## src/design/ata_wr_pkg.sv

```systemverilog
// Constants and types shared by the sector write command block
package ata_wr_pkg;
    localparam int ADDR_W = 6;
    localparam int SECTOR_WORDS = 128;
    // Register byte offsets
    localparam logic [5:0] OFS_DATA = 6'h00;
    localparam logic [5:0] OFS_FEATURE = 6'h04;
    localparam logic [5:0] OFS_COUNT = 6'h08;
    localparam logic [5:0] OFS_ADDR_LO = 6'h0C;
    localparam logic [5:0] OFS_ADDR_MID = 6'h10;
    localparam logic [5:0] OFS_ADDR_HI = 6'h14;
    localparam logic [5:0] OFS_DRVHEAD = 6'h18;
    localparam logic [5:0] OFS_CMD = 6'h1C;
    localparam logic [5:0] OFS_DEVCTL = 6'h20;
    localparam logic [5:0] OFS_ERROR = 6'h24;
    // Status, control and error bit positions
    localparam int ST_BUSY = 7;
    localparam int ST_SMART = 5;
    localparam int ST_DRQ = 3;
    localparam int ST_ERR = 0;
    localparam int DC_HOB = 7;
    localparam int ER_MEDIA = 6;
    localparam int ER_ABRT = 2;
    // Opcodes and health-monitoring features
    localparam logic [7:0] OP_WRITE = 8'h30;
    localparam logic [7:0] OP_WRITE_EXT = 8'h34;
    localparam logic [7:0] OP_WRITE_VFY = 8'h3C;
    localparam logic [7:0] OP_SMART = 8'hB0;
    localparam logic [7:0] FT_READ_DATA = 8'hD0;
    localparam logic [7:0] FT_READ_THR = 8'hD1;
    localparam logic [7:0] FT_AUTOSAVE = 8'hD2;
    localparam logic [7:0] FT_ENABLE = 8'hD8;
    localparam logic [7:0] FT_DISABLE = 8'hD9;
    localparam logic [7:0] FT_STATUS = 8'hDA;
    // Counts and reset values
    localparam logic [16:0] CNT28_ZERO = 17'h0_0100;
    localparam logic [16:0] CNT48_ZERO = 17'h1_0000;
    localparam logic [7:0] DH_RESET = 8'hA0;
    localparam logic [7:0] BYTE_RESET = 8'h00;
    localparam logic [1:0] RESP_OKAY = 2'h0;
    localparam logic [1:0] RESP_SLVERR = 2'h2;

    typedef enum logic [2:0] {
        S_IDLE = 3'b000,
        S_BUSY = 3'b001,
        S_XFER = 3'b011,
        S_PROG = 3'b010,
        S_SOUT = 3'b110
    } cmd_state_t;

    typedef struct packed {
        logic [47:0] lba;
        logic verify;
    } media_req_t;
endpackage

```

## src/design/ata_sector_write.sv

```systemverilog
// Sector write and health-monitoring command interpreter, AXI4-Lite task file
//
// Overview of operation
// - 28-bit write count zero means 256
// - Start at task-file address, advance consecutively
// - Accept sets busy, then request, drop busy
// - No interrupt before first sector transfer
// - Full sector, more left: busy, no request
// - Next buffer ready: request plus interrupt
// - After last sector busy until done, interrupt
// - On error stop, report failing address
// - 28-bit drive/head and address byte layout
// - 48-bit count zero means 65536
// - 48-bit write interrupts every request block
// - 48-bit fields take two writes, high first
// - 48-bit error reports full failing address
// - Write-verify follows write sequence, verifies each
// - Decode D0h, D1h, DAh health features
// - Accept D2h, D8h, D9h health features
// - Abort unsupported health feature values
// - High-order byte select reaches high halves
// - Health enable state kept across power
// - Health data read returns one sector
//
// Our own choices: the register offsets and register access over AXI4-Lite.
`timescale 1ns/10ps
module ata_sector_write
    import ata_wr_pkg::*;
(
    input wire logic aclk,
    input wire logic aresetn,
    input wire logic [ADDR_W-1:0] s_axi_awaddr,
    input wire logic s_axi_awvalid,
    output logic s_axi_awready,
    input wire logic [31:0] s_axi_wdata,
    input wire logic [3:0] s_axi_wstrb,
    input wire logic s_axi_wvalid,
    output logic s_axi_wready,
    output logic [1:0] s_axi_bresp,
    output logic s_axi_bvalid,
    input wire logic s_axi_bready,
    input wire logic [ADDR_W-1:0] s_axi_araddr,
    input wire logic s_axi_arvalid,
    output logic s_axi_arready,
    output logic [31:0] s_axi_rdata,
    output logic [1:0] s_axi_rresp,
    output logic s_axi_rvalid,
    input wire logic s_axi_rready,
    output logic host_intrq_r,
    output media_req_t media_req_r,
    output logic media_req_valid_r,
    input wire logic media_ack,
    input wire logic media_err,
    output logic [31:0] media_wdata_r,
    output logic media_wvalid_r,
    input wire logic [31:0] smart_word,
    output logic [6:0] smart_index_r,
    input wire logic smart_en_nv,
    output logic smart_en_r
);
    cmd_state_t state_r;
    logic aw_ok_r, w_ok_r, do_wr, do_rd, busy, data_request_flag, tf_wr, tf_rd;
    logic [ADDR_W-1:0] awaddr_r;
    logic [31:0] wdata_r, rd_mux;
    logic [3:0] wstrb_r;
    logic [7:0] wb, feature_r, dh_r, devctl_r, error_r;
    logic [7:0] cnt_c, cnt_p, lo_c, lo_p, mid_c, mid_p, hi_c, hi_p;
    logic we_data, we_cnt, we_lo, we_mid, we_hi, we_cmd, rd_data, rd_st;
    logic accept, acc_wr, acc_smart, ext_r, smart_rd_r, init_r;
    logic [47:0] lba_r, lba28, lba48;
    logic [16:0] remain_r;
    logic [6:0] word_r;
    logic last_word, ack_ok, ack_err, smart_ok, ld_err, sect_done;
    logic [1:0] rresp_nxt;

    ////////////////////////////////////////////////////////////////
    // AXI4-Lite slave
    assign s_axi_awready = !aw_ok_r;
    assign s_axi_wready = !w_ok_r;
    assign s_axi_arready = !s_axi_rvalid;
    assign do_wr = aw_ok_r && w_ok_r && !s_axi_bvalid;
    assign do_rd = s_axi_arvalid && s_axi_arready;
    assign wb = wdata_r[7:0];

    always_ff @(posedge aclk) begin
        if (!aresetn) begin
            aw_ok_r <= 1'b0;
            w_ok_r <= 1'b0;
            awaddr_r <= '0;
            wdata_r <= '0;
            wstrb_r <= '0;
        end else begin
            if (s_axi_awvalid && s_axi_awready) begin
                aw_ok_r <= 1'b1;
                awaddr_r <= s_axi_awaddr;
            end else if (do_wr) begin
                aw_ok_r <= 1'b0;
            end
            if (s_axi_wvalid && s_axi_wready) begin
                w_ok_r <= 1'b1;
                wdata_r <= s_axi_wdata;
                wstrb_r <= s_axi_wstrb;
            end else if (do_wr) begin
                w_ok_r <= 1'b0;
            end
        end
    end

    always_ff @(posedge aclk) begin
        if (!aresetn) begin
            s_axi_bvalid <= 1'b0;
            s_axi_bresp <= RESP_OKAY;
        end else if (do_wr) begin
            s_axi_bvalid <= 1'b1;
            s_axi_bresp <= (awaddr_r > OFS_ERROR || awaddr_r[1:0] != 2'b00) ? RESP_SLVERR : RESP_OKAY;
        end else if (s_axi_bready) begin
            s_axi_bvalid <= 1'b0;
        end
    end

    // Task-file writes other than device control and data are ignored while a command runs
    assign tf_wr = do_wr && wstrb_r[0] && !busy && !data_request_flag;
    assign we_data = do_wr && awaddr_r == OFS_DATA && state_r == S_XFER;
    assign we_cnt = tf_wr && awaddr_r == OFS_COUNT;
    assign we_lo = tf_wr && awaddr_r == OFS_ADDR_LO;
    assign we_mid = tf_wr && awaddr_r == OFS_ADDR_MID;
    assign we_hi = tf_wr && awaddr_r == OFS_ADDR_HI;
    assign we_cmd = tf_wr && awaddr_r == OFS_CMD;
    assign rd_data = do_rd && s_axi_araddr == OFS_DATA && state_r == S_SOUT;
    assign rd_st = do_rd && s_axi_araddr == OFS_CMD;
    assign tf_rd = do_rd && s_axi_araddr >= OFS_COUNT && s_axi_araddr <= OFS_DRVHEAD;

    ////////////////////////////////////////////////////////////////
    // Task-file registers
    assign lba28 = {20'h0_0000, dh_r[3:0], hi_c, mid_c, lo_c};
    assign lba48 = {hi_p, mid_p, lo_p, hi_c, mid_c, lo_c};
    assign ld_err = ack_err;

    tf_byte_store u_cnt (.aclk(aclk), .aresetn(aresetn), .wr_en(we_cnt), .wr_data(wb),
        .ld_en(1'b0), .ld_hi(1'b0), .ld_cur(BYTE_RESET), .ld_prev(BYTE_RESET),
        .cur_r(cnt_c), .prev_r(cnt_p));
    tf_byte_store u_lo (.aclk(aclk), .aresetn(aresetn), .wr_en(we_lo), .wr_data(wb),
        .ld_en(ld_err), .ld_hi(ext_r), .ld_cur(lba_r[7:0]), .ld_prev(lba_r[31:24]),
        .cur_r(lo_c), .prev_r(lo_p));
    tf_byte_store u_mid (.aclk(aclk), .aresetn(aresetn), .wr_en(we_mid), .wr_data(wb),
        .ld_en(ld_err), .ld_hi(ext_r), .ld_cur(lba_r[15:8]), .ld_prev(lba_r[39:32]),
        .cur_r(mid_c), .prev_r(mid_p));
    tf_byte_store u_hi (.aclk(aclk), .aresetn(aresetn), .wr_en(we_hi), .wr_data(wb),
        .ld_en(ld_err), .ld_hi(ext_r), .ld_cur(lba_r[23:16]), .ld_prev(lba_r[47:40]),
        .cur_r(hi_c), .prev_r(hi_p));

    always_ff @(posedge aclk) begin
        if (!aresetn) begin
            dh_r <= DH_RESET;
            feature_r <= BYTE_RESET;
        end else begin
            if (ld_err && !ext_r) begin
                dh_r[3:0] <= lba_r[27:24];
            end else if (tf_wr && awaddr_r == OFS_DRVHEAD) begin
                dh_r <= wb;
            end
            if (tf_wr && awaddr_r == OFS_FEATURE) begin
                feature_r <= wb;
            end
        end
    end

    // Reads of count through drive/head and task-file writes to other registers drop the high-order select
    always_ff @(posedge aclk) begin
        if (!aresetn) begin
            devctl_r <= BYTE_RESET;
        end else if (do_wr && wstrb_r[0] && awaddr_r == OFS_DEVCTL) begin
            devctl_r <= wb;
        end else if (tf_rd || (tf_wr && awaddr_r != OFS_DEVCTL)) begin
            devctl_r[DC_HOB] <= 1'b0;
        end
    end

    ////////////////////////////////////////////////////////////////
    // Register read path
    assign busy = state_r == S_BUSY || state_r == S_PROG;
    assign data_request_flag = state_r == S_XFER || state_r == S_SOUT;

    always_comb begin
        rd_mux = '0;
        rresp_nxt = RESP_OKAY;
        case (s_axi_araddr)
            OFS_DATA: rd_mux = state_r == S_SOUT ? smart_word : 32'h0000_0000;
            // high half only with select set
            OFS_COUNT: rd_mux[7:0] = devctl_r[DC_HOB] ? cnt_p : cnt_c;
            OFS_ADDR_LO: rd_mux[7:0] = devctl_r[DC_HOB] ? lo_p : lo_c;
            OFS_ADDR_MID: rd_mux[7:0] = devctl_r[DC_HOB] ? mid_p : mid_c;
            OFS_ADDR_HI: rd_mux[7:0] = devctl_r[DC_HOB] ? hi_p : hi_c;
            OFS_DRVHEAD: rd_mux[7:0] = dh_r;
            OFS_CMD: begin
                rd_mux[ST_BUSY] = busy;
                rd_mux[ST_SMART] = smart_en_r;
                rd_mux[ST_DRQ] = data_request_flag;
                rd_mux[ST_ERR] = |error_r;
            end
            OFS_DEVCTL: rd_mux[7:0] = devctl_r;
            OFS_ERROR: rd_mux[7:0] = error_r;
            OFS_FEATURE: rd_mux = '0;
            default: rresp_nxt = RESP_SLVERR;
        endcase
    end

    always_ff @(posedge aclk) begin
        if (!aresetn) begin
            s_axi_rvalid <= 1'b0;
            s_axi_rdata <= '0;
            s_axi_rresp <= RESP_OKAY;
        end else if (do_rd) begin
            s_axi_rvalid <= 1'b1;
            s_axi_rdata <= rd_mux;
            s_axi_rresp <= rresp_nxt;
        end else if (s_axi_rready) begin
            s_axi_rvalid <= 1'b0;
        end
    end

    ////////////////////////////////////////////////////////////////
    // Command decode
    assign accept = we_cmd;
    assign acc_wr = accept && (wb == OP_WRITE || wb == OP_WRITE_EXT || wb == OP_WRITE_VFY);
    assign acc_smart = accept && wb == OP_SMART;
    assign smart_ok = feature_r == FT_READ_DATA || feature_r == FT_READ_THR
        || feature_r == FT_STATUS || feature_r == FT_AUTOSAVE
        || feature_r == FT_ENABLE || feature_r == FT_DISABLE;
    assign last_word = word_r == 7'(SECTOR_WORDS - 1);
    assign sect_done = we_data && last_word;
    assign ack_ok = state_r == S_PROG && media_ack && !media_err;
    assign ack_err = state_r == S_PROG && media_ack && media_err;

    always_ff @(posedge aclk) begin
        if (!aresetn) begin
            state_r <= S_IDLE;
        end else begin
            case (state_r)
                S_IDLE: begin
                    if (acc_wr || (acc_smart && (feature_r == FT_READ_DATA || feature_r == FT_READ_THR))) begin
                        state_r <= S_BUSY;
                    end
                end
                S_BUSY: state_r <= smart_rd_r ? S_SOUT : S_XFER;
                S_XFER: if (sect_done) state_r <= S_PROG;
                S_PROG: begin
                    if (ack_err || (ack_ok && remain_r == 17'h0_0001)) begin
                        state_r <= S_IDLE;
                    end else if (ack_ok) begin
                        state_r <= S_XFER;
                    end
                end
                S_SOUT: if (rd_data && smart_index_r == 7'(SECTOR_WORDS - 1)) state_r <= S_IDLE;
                default: state_r <= S_IDLE;
            endcase
        end
    end

    ////////////////////////////////////////////////////////////////
    // Transfer address and count
    always_ff @(posedge aclk) begin
        if (!aresetn) begin
            lba_r <= '0;
            remain_r <= '0;
            ext_r <= 1'b0;
            smart_rd_r <= 1'b0;
            media_req_r <= '0;
        end else if (accept) begin
            // 48-bit field built from both writes
            ext_r <= wb == OP_WRITE_EXT;
            media_req_r.verify <= wb == OP_WRITE_VFY;
            smart_rd_r <= acc_smart;
            if (wb == OP_WRITE_EXT) begin
                lba_r <= lba48;
                remain_r <= {cnt_p, cnt_c} == 16'h0000 ? CNT48_ZERO : {1'b0, cnt_p, cnt_c};
            end else begin
                lba_r <= lba28;
                remain_r <= cnt_c == 8'h00 ? CNT28_ZERO : {9'h000, cnt_c};
            end
        end else if (ack_ok) begin
            lba_r <= lba_r + 48'h0000_0000_0001;
            remain_r <= remain_r - 17'h0_0001;
        end
        if (aresetn && sect_done) begin
            media_req_r.lba <= lba_r;
        end
    end

    // Media handshake and data words
    always_ff @(posedge aclk) begin
        if (!aresetn) begin
            media_req_valid_r <= 1'b0;
            media_wvalid_r <= 1'b0;
            media_wdata_r <= '0;
            word_r <= '0;
        end else begin
            media_wvalid_r <= we_data;
            if (we_data) begin
                media_wdata_r <= wdata_r;
                word_r <= word_r + 7'h01;
            end
            if (sect_done) begin
                media_req_valid_r <= 1'b1;
            end else if (media_ack) begin
                media_req_valid_r <= 1'b0;
            end
        end
    end

    ////////////////////////////////////////////////////////////////
    // Health monitoring state
    always_ff @(posedge aclk) begin
        if (!aresetn) begin
            init_r <= 1'b0;
            smart_en_r <= 1'b0;
        end else if (!init_r) begin
            init_r <= 1'b1;
            smart_en_r <= smart_en_nv;
        end else if (acc_smart && feature_r == FT_ENABLE) begin
            smart_en_r <= 1'b1;
        end else if (acc_smart && feature_r == FT_DISABLE) begin
            smart_en_r <= 1'b0;
        end
    end

    always_ff @(posedge aclk) begin
        if (!aresetn) begin
            smart_index_r <= '0;
        end else if (state_r == S_BUSY) begin
            smart_index_r <= '0;
        end else if (rd_data) begin
            smart_index_r <= smart_index_r + 7'h01;
        end
    end

    always_ff @(posedge aclk) begin
        if (!aresetn) begin
            error_r <= BYTE_RESET;
        end else if (ack_err) begin
            error_r[ER_MEDIA] <= 1'b1;
        end else if (accept) begin
            error_r <= BYTE_RESET;
            error_r[ER_ABRT] <= !(acc_wr || (acc_smart && smart_ok));
        end
    end

    ////////////////////////////////////////////////////////////////
    // Host interrupt, set wins over the status-read clear
    always_ff @(posedge aclk) begin
        if (!aresetn) begin
            host_intrq_r <= 1'b0;
        end else if (ack_ok || ack_err) begin
            host_intrq_r <= 1'b1;
        end else if (accept && !acc_wr && !(state_r == S_IDLE && smart_rd_next())) begin
            host_intrq_r <= 1'b1;
        end else if (state_r == S_BUSY && smart_rd_r) begin
            host_intrq_r <= 1'b1;
        end else if (rd_st || accept) begin
            host_intrq_r <= 1'b0;
        end
    end

    function automatic logic smart_rd_next();
        smart_rd_next = acc_smart && (feature_r == FT_READ_DATA || feature_r == FT_READ_THR);
    endfunction

    ////////////////////////////////////////////////////////////////
    // Checks
    chk_accept_seq: assert property (@(posedge aclk) disable iff (!aresetn)
        acc_wr |=> busy && !data_request_flag ##1 data_request_flag && !busy)
        else $error("write accept not busy then request");
    chk_no_first_irq: assert property (@(posedge aclk) disable iff (!aresetn)
        acc_wr |=> !host_intrq_r [*2])
        else $error("interrupt before first sector");
    chk_count_28: assert property (@(posedge aclk) disable iff (!aresetn)
        acc_wr && wb != OP_WRITE_EXT && cnt_c == 8'h00 |=> remain_r == 17'h0_0100)
        else $error("zero count not 256");
    chk_count_48: assert property (@(posedge aclk) disable iff (!aresetn)
        acc_wr && wb == OP_WRITE_EXT && {cnt_p, cnt_c} == 16'h0000 |=> remain_r == 17'h1_0000)
        else $error("zero count not 65536");
    chk_sector_busy: assert property (@(posedge aclk) disable iff (!aresetn)
        sect_done |=> busy && !data_request_flag && media_req_valid_r)
        else $error("full sector not busy");
    chk_next_irq: assert property (@(posedge aclk) disable iff (!aresetn)
        ack_ok && remain_r > 17'h0_0001 |=> data_request_flag && host_intrq_r && lba_r == $past(lba_r) + 48'h1)
        else $error("next block not announced");
    chk_done_irq: assert property (@(posedge aclk) disable iff (!aresetn)
        ack_ok && remain_r == 17'h0_0001 |=> !busy && !data_request_flag && host_intrq_r)
        else $error("completion not announced");
    chk_err_addr: assert property (@(posedge aclk) disable iff (!aresetn)
        ack_err |=> lo_c == $past(lba_r[7:0]) && hi_c == $past(lba_r[23:16]) && state_r == S_IDLE)
        else $error("failing address not reported");
    chk_smart_abort: assert property (@(posedge aclk) disable iff (!aresetn)
        acc_smart && !smart_ok |=> error_r[ER_ABRT] && state_r == S_IDLE)
        else $error("bad feature not aborted");
    cov_write_ext: cover property (@(posedge aclk) disable iff (!aresetn)
        acc_wr && wb == OP_WRITE_EXT ##[1:1000] ack_ok);
    cov_write_err: cover property (@(posedge aclk) disable iff (!aresetn) ack_err);
    cov_smart_read: cover property (@(posedge aclk) disable iff (!aresetn)
        state_r == S_SOUT ##1 state_r == S_IDLE);
endmodule

```

## src/design/tf_byte_store.sv

```systemverilog
// Two-deep task-file byte store with error write-back
`timescale 1ns/10ps
module tf_byte_store
    import ata_wr_pkg::*;
(
    input wire logic aclk,
    input wire logic aresetn,
    input wire logic wr_en,
    input wire logic [7:0] wr_data,
    input wire logic ld_en,
    input wire logic ld_hi,
    input wire logic [7:0] ld_cur,
    input wire logic [7:0] ld_prev,
    output logic [7:0] cur_r,
    output logic [7:0] prev_r
);
    always_ff @(posedge aclk) begin
        if (!aresetn) begin
            cur_r <= BYTE_RESET;
            prev_r <= BYTE_RESET;
        end else if (ld_en) begin
            cur_r <= ld_cur;
            if (ld_hi) begin
                prev_r <= ld_prev;
            end
        end else if (wr_en) begin
            prev_r <= cur_r;
            cur_r <= wr_data;
        end
    end
endmodule

```

## config.mk

```make
export PLATFORM = sky130hd
export DESIGN_NAME = ata_sector_write
export DESIGN_NICKNAME = d
export VERILOG_FILES = /design/src/design/ata_wr_pkg.sv /design/src/design/ata_sector_write.sv /design/src/design/tf_byte_store.sv
export SDC_FILE = /design/constraint.sdc
export NUM_CORES = 1
export LEC_CHECK = 0
export ABC_CLOCK_PERIOD_IN_PS = 3200
export BUFFER_PORTS_ARGS = -buffer_cell sky130_fd_sc_hd__buf_4
export CAP_MARGIN = 20
export CORE_UTILIZATION = 30
export CTS_CLUSTER_SIZE = 25
export DETAILED_ROUTE_END_ITERATION = 16
export PLACE_DENSITY = 0.54
export SYNTH_ARGS = -nofsm -noshare
export SYNTH_HDL_FRONTEND = slang
export SYNTH_SLANG_ARGS = --single-unit
```

## constraint.sdc

```tcl
create_clock -name aclk -period 3.2 [get_ports aclk]
set_input_delay 0 -clock aclk [delete_from_list [all_inputs] [get_ports aclk]]
set_output_delay 0 -clock aclk [all_outputs]
set_load 0.1 [all_outputs]
```

Yosys cells after proc, flatten, opt, wreduce, memory -nomap -nowiden
Index checks and enable logic that the tools add are counted.
{ "totals": {"regBits": 339, "latch_bits": 0, "ramBits": 0, "romBits": 0, "input_bits": 90, "out_inout_bits": 133, "elab_cells": 259, "memories": 0} }
{ "classes": {"n_addsub": 4, "multipliers": 0, "div_mod_pow": 0, "magnitude_cmp": 3, "n_eq_ne": 42, "shift": 0, "muxes": 70, "bitwise": 3, "n_reduce_logical": 97} }
{ "op_table": {"columns": ["op", "count"], "rows": [
  ["48-bit 2-to-1 mux", 5],
  ["8-bit 2-to-1 mux", 19],
  ["17-bit 2-to-1 mux", 4],
  ["8-bit equality test (second input constant)", 7],
  ["48-bit by 1-bit adder with 48-bit output (second input constant)", 1],
  ["6-bit by 5-bit equality test with 1-bit output (second input constant)", 8],
  ["1-bit logical AND", 42],
  ["1-bit one-hot mux with 8 select lines", 5],
  ["32-bit 2-to-1 mux", 1],
  ["2-bit nonzero test", 13],
  ["6-bit by 4-bit equality test with 1-bit output (second input constant)", 4],
  ["8-bit by 6-bit equality test with 1-bit output (second input constant)", 3],
  ["24-bit 2-to-1 mux", 1],
  ["1-bit 2-to-1 mux", 20],
  ["6-bit equality test (second input constant)", 3],
  ["3-bit 2-to-1 mux", 6],
  ["17-bit by 1-bit equality test with 1-bit output (second input constant)", 1],
  ["17-bit by 1-bit subtractor with 17-bit output (second input constant)", 1],
  ["16-bit zero test", 1],
  ["1-bit logical OR", 16],
  ["2-bit one-hot mux with 8 select lines", 1],
  ["3-bit one-hot mux with 5 select lines", 1],
  ["7-bit by 1-bit adder with 7-bit output (second input constant)", 2],
  ["7-bit equality test (second input constant)", 2],
  ["other kinds (27)", 52]
]} }

Depth between registers and ports, before layout
{ "depth": {"ltp_word": 13, "ltp_mapped": 10, "ltp_nobuf": 7} }

By module
A second synthesis with hierarchy kept.
{ "hier_totals": {"cells_unflattened": 1783, "hier_area_um2": 15771.4} }
{ "modules_own_cells": {"columns": ["module", "instances", "cells_each", "area_per_inst_um2", "seq_area_each_um2"], "rows": [
  ["ata_sector_write", 1, 1467, 12683.4, 5945.7],
  ["tf_byte_store", 4, 79, 772.0, 320.3]
]} }

Worst setup path after synthesis
OpenSTA, ideal clock, no wires.
{ "synth_path": {"path_kind": "register -> register", "start": "register s_axi_bvalid", "end": "register media_req_r[10] (netlist name), enable pin", "setup_ns": 0.407, "t_arrival_ns": 2.985, "required_ns": 2.793, "path_slack_ns": -0.192, "stages_incl_launch_ff": 7, "path_buffers": 1, "synth_period_minus_slack_ns": 3.392, "path_cell_list": "dfxtp_1 nand3b_1 nor4_2 and4_1 nand4_2 buf_2 nand2_1"} }
{ "synth_between": {"elab_chain_cells": 7} }
{ "synth_rtl": {"columns": ["item", "line", "rtl"], "rows": [
  ["from (decl)", "ata_sector_write.sv:40", "output logic s_axi_bvalid,"],
  ["from (signal assigned)", "ata_sector_write.sv:111", "s_axi_bvalid <= 1'b0;"],
  ["from (signal assigned)", "ata_sector_write.sv:114", "s_axi_bvalid <= 1'b1;"],
  ["from (signal assigned)", "ata_sector_write.sv:117", "s_axi_bvalid <= 1'b0;"],
  ["1-bit zero test", "ata_sector_write.sv:81", "assign do_wr = aw_ok_r && w_ok_r && !s_axi_bvalid;"],
  ["1-bit logical AND", "ata_sector_write.sv:81", null],
  ["1-bit logical AND (2 in series)", "ata_sector_write.sv:123", "assign we_data = do_wr && awaddr_r == OFS_DATA && state_r == S_XFER;"],
  ["1-bit logical AND", "ata_sector_write.sv:231", "assign sect_done = we_data && last_word;"],
  ["1-bit logical AND", "ata_sector_write.sv:285", "if (aresetn && sect_done) begin"],
  ["2-bit by 1-bit != test with 1-bit output (no source line)", null, null],
  ["to (decl)", "ata_sector_write.sv:50", "output media_req_t media_req_r,"]
]} }
Every way passes these cells.
A chain may end at the register's enable or synchronous reset.

Worst setup path in the final report
{ "layout_path": {"start": "register devctl_r[7]", "end": "register s_axi_rdata[4]"} }
{ "layout_between": {"elab_chain_cells": 2, "word_cells_on_any_way": 5, "cone_classes": "5 x mux"} }
{ "layout_rtl": {"columns": ["item", "line", "rtl"], "rows": [
  ["from (decl)", "ata_sector_write.sv:66", "logic [7:0] wb, feature_r, dh_r, devctl_r, error_r;"],
  ["from (signal assigned)", "ata_sector_write.sv:173", "devctl_r <= wb;"],
  ["8-bit 2-to-1 mux (on tied branches)", null, null],
  ["1-bit one-hot mux with 7 select lines *", "ata_sector_write.sv:187", "case (s_axi_araddr)"],
  ["to (signal assigned)", "ata_sector_write.sv:215", "s_axi_rdata <= rd_mux;"],
  ["to (decl)", "ata_sector_write.sv:45", "output logic [31:0] s_axi_rdata,"]
]} }
Mark *: on every way between the ends. The rest lies on a longest branch, timed or not.

==> flow_summary.ini <==
[outcome]
outcome = finished clean

[power_and_ir_drop]
power_leakage_nw = 7.40
cell_internal_pwr_mw = 7.30
switchingPower_mw = 2.51
power.density_cell_area_nw_per_um2 = 488
seqPwrFrac = 0.447
swShare = 0.256
clock_power_share = 0.466
combinationalPowerShare = 0.086
ir_drop_uv = 342

[placement]
port_buffers = 217
post-dp-hpwl_mm = 36.3
place.gp.congestion = 0.903

[grt]
antenna_violations_before_repair = 0
grt.overflow.total = 0
grt_pass1_wl_mm = 82.5
number_of_global_route_vias_before_repair = 14100
maximum_number_of_pins_on_one_net_before_global_route_repair = 100
track_usage = 0.198

[logic_synthesis]
ys_seq_area_frac = 0.466
largest_area_contributor_in_the_synthesized_netlist = dfxtp_1
async_flop_share = 0
ys.flop_type = dfxtp_1
synth_cells = 1790
synthDistinctLibCells = 88
synth_top_cells_by_area = dfxtp_1, edfxtp_1, nand2_1
ys_seq_elements = 337
synth.top_cell.area_share = 0.373
synth-edff-count = 48
syn_avg_cell_area_um2 = 8.67
synth.cell_area_um2 = 15500
ys_warn_count = 0

[worst_setup_path]
cp.required_ns = 3.65
timing.critical_path.max_delay_family = buffers and inverters
crit_path_buffers_inverters = 3
cp-end-kind = flop
slowest_stage = dfxtp_1
timing.critical_path.cells = buf_12, mux4_2, nand2_1, o21ai_0, nand2_1, dlygate4sd3_1, a211oi_1, dlygate4sd3_1
cp_max_fo = 12
startpoint_type = flop
delay_of_the_slowest_cell_on_the_worst_path_ns = 0.63
timing.critical_path.arrival_ns = 3.44
criticalPathCategory = reg -> reg

[drt]
drtPass1Iterations = 5
wl_per_cell_um = 19.2
detailroute.via_count = 14400
drcViolationCount = 0
routed_via_density = 5.21
route.final.wire_length_mm = 53.0
drtAntennaViolNets = 0
number_of_drc_markers_in_iteration_0 = 995

[clocking]
tritoncts.num_buffers = 40
worst_setup_hold_path_clk_slew_ns = 0.06
htree_num_levels = 2
ctsLongestPathBuffers = 3
ctsRootBufferMaster = clkbuf_16
postCtsSetupRepairBufs = 0
clk-insertion-delay-late_ns = 0.57
tritoncts = built
clock_sink_count = 337

[floorplan]
core_region_area_um2 = 50600
die_x_um = 229
rows = 82
design.die.area_um2 = 52600
initial_core_util = 0.307
design.portCount = 223
floorplan.die.height_um = 229

[timing]
final_hold_slack_ns = 0.0267
unrepaired_setup_endpoints_after_global_routing = false
final.period_utilization = 0.933
slew_headroom = 0.455
achievable-frequency_mhz = 335
period_minus_slack_ns = 2.98
clock_skew_ns = 0.0239
tns_ns = 0
timing.final.setup_violations = 0
worst-slew-pin-transition_ns = 0.815
timing_hold_violations_final = 0
timing.final.max_slew_violations = 0

[worst_hold_path]
timing.hold.worst.class = in -> reg

[flow_run]
cap_violations = 0

[cells_and_area]
final_common_cell = nand2_1
layout-area-overhead-vs-synth_pct = 29.6
post_route_cells_drive_above_1_share = 0.188
layout.nets = 2160
commonest_cells_after_routing_fill_and_taps_aside = nand2_1, dfxtp_1, buf_4
antennaDiodeCount = 0
metal layers:
layer	vias to the layer above	track usage	wire, µm	share of wire
met2	539	0.319	24400	0.46
met1	6893	0.267	23500	0.44
li1	6887	-	-	-
met5	-	0	0	0
met4	0	0.0650	1370	0.026
met3	91	0.0349	3790	0.071
state kept, by name, summed over array words and instances (netlist names), 17 cells and up:
signal and flops:
s_axi_rdata 32, remain_r 17, media_req_r 49, media_wdata_r 32, wdata_r 32, lba_r 48
stage by stage:
| step | power, mW | util | cells | setup WS (ns) | area [µm²] |
|---|---|---|---|---|---|
| after floorplan | 4.97 | - | 1791 | 0.270 | 15500 |
| after global placement | 5.23 | 0.354 | 2603 | 0.487 | 17900 |
| after detailed placement | 5.24 | 0.354 | 2603 | 0.349 | 17900 |
| after CTS | 9.91 | 0.398 | 2768 | 0.231 | 20100 |
| after global routing | 10.1 | 0.398 | 2768 | 0.0681 | 20100 |
| final | 9.81 | 0.398 | 2768 | 0.215 | 20100 |
path summary, 6_finish.rpt:
| check | start | end | slack, ns | depth (start not counted) |
|---|---|---|---|---|
| worst max register to register | devctl_r[7] | s_axi_rdata[4] | 0.22 | 8 |
| worst max-delay path | devctl_r[7] | s_axi_rdata[4] | 0.22 | 8 |
| worst min register to register | wdata_r[26] | media_wdata_r[26] | 0.45 | 2 |
| worst min-delay path | s_axi_arvalid | s_axi_rdata[0] | 0.03 | 4 |
power by group through the flow:
stage               Combinational, mW  Clock (mW)  Sequential, mW
floorplan                       0.247           0            4.72
global placement                0.757           0            4.48
detailed placement              0.761           0            4.48
global route                    0.891        4.85            4.39
CTS                             0.849        4.67            4.39
finish                          0.847        4.58            4.39
cell families after synthesis:
family                     after synthesis  share of synthesized area
and+or+nand+nor                        785                      0.247
AOI/OAI and AO/OA                      362                      0.147
DFF                                    337                      0.466
buffers and inverters                  155                     0.0442
muxes                                   99                     0.0656
xor gates and xnor gates                46                     0.0260
adders and majority gates                5                    0.00403
other                                    1                   0.000242
worst reg2reg max path: stages, from the launching register on:
cell,delay (ns)
dfxtp_1,0.63
buf_12,0.23
mux4_2,0.56
nand2_1,0.10
o21ai_0,0.07
nand2_1,0.06
dlygate4sd3_1,0.56
a211oi_1,0.07
dlygate4sd3_1,0.58
layout make-up:
class,count,area [µm²]
Inverter,18,72.6
Clock buffer,49,1100
Sequential cell,337,7230
Fill cell,5054,30500
Clock inverter,24,203
Tap cell,672,841
Multi-Input combinational cell,1299,7630
Timing Repair Buffer,369,3040
synthesized netlist by cell type, types with 4 or more instances:
| cell type | instances |
|---|---|
| a211oi_1 | 44 |
| a21o_1 | 6 |
| a21oi_1 | 150 |
| a221oi_1 | 7 |
| a22oi_1 | 11 |
| a311oi_1 | 27 |
| a31oi_1 | 7 |
| and2_1 | 44 |
| and3_1 | 22 |
| and4_1 | 8 |
| buf_1 | 9 |
| buf_2 | 26 |
| buf_4 | 4 |
| buf_6 | 6 |
| clkbuf_1 | 91 |
| dfxtp_1 | 289 |
| edfxtp_1 | 48 |
| ha_1 | 5 |
| inv_1 | 17 |
| mux2_2 | 11 |
| mux2i_1 | 87 |
| nand2_1 | 307 |
| nand2b_1 | 8 |
| nand3_1 | 66 |
| nand3b_1 | 7 |
| nand4_1 | 30 |
| nand4b_1 | 4 |
| nor2_1 | 175 |
| nor2b_1 | 10 |
| nor3_1 | 32 |
| nor4_1 | 23 |
| nor4_4 | 4 |
| nor4b_1 | 4 |
| o211ai_1 | 6 |
| o21a_1 | 5 |
| o21ai_0 | 60 |
| o221ai_1 | 5 |
| o22ai_1 | 5 |
| or3_1 | 5 |
| xnor2_1 | 25 |
| xor2_1 | 21 |
timing repair:
action	CTS	global route
hold endpoints to repair	93	0
hold buffers	92	0
resized for setup	0	0
Power figures use the tool's default switching activity.
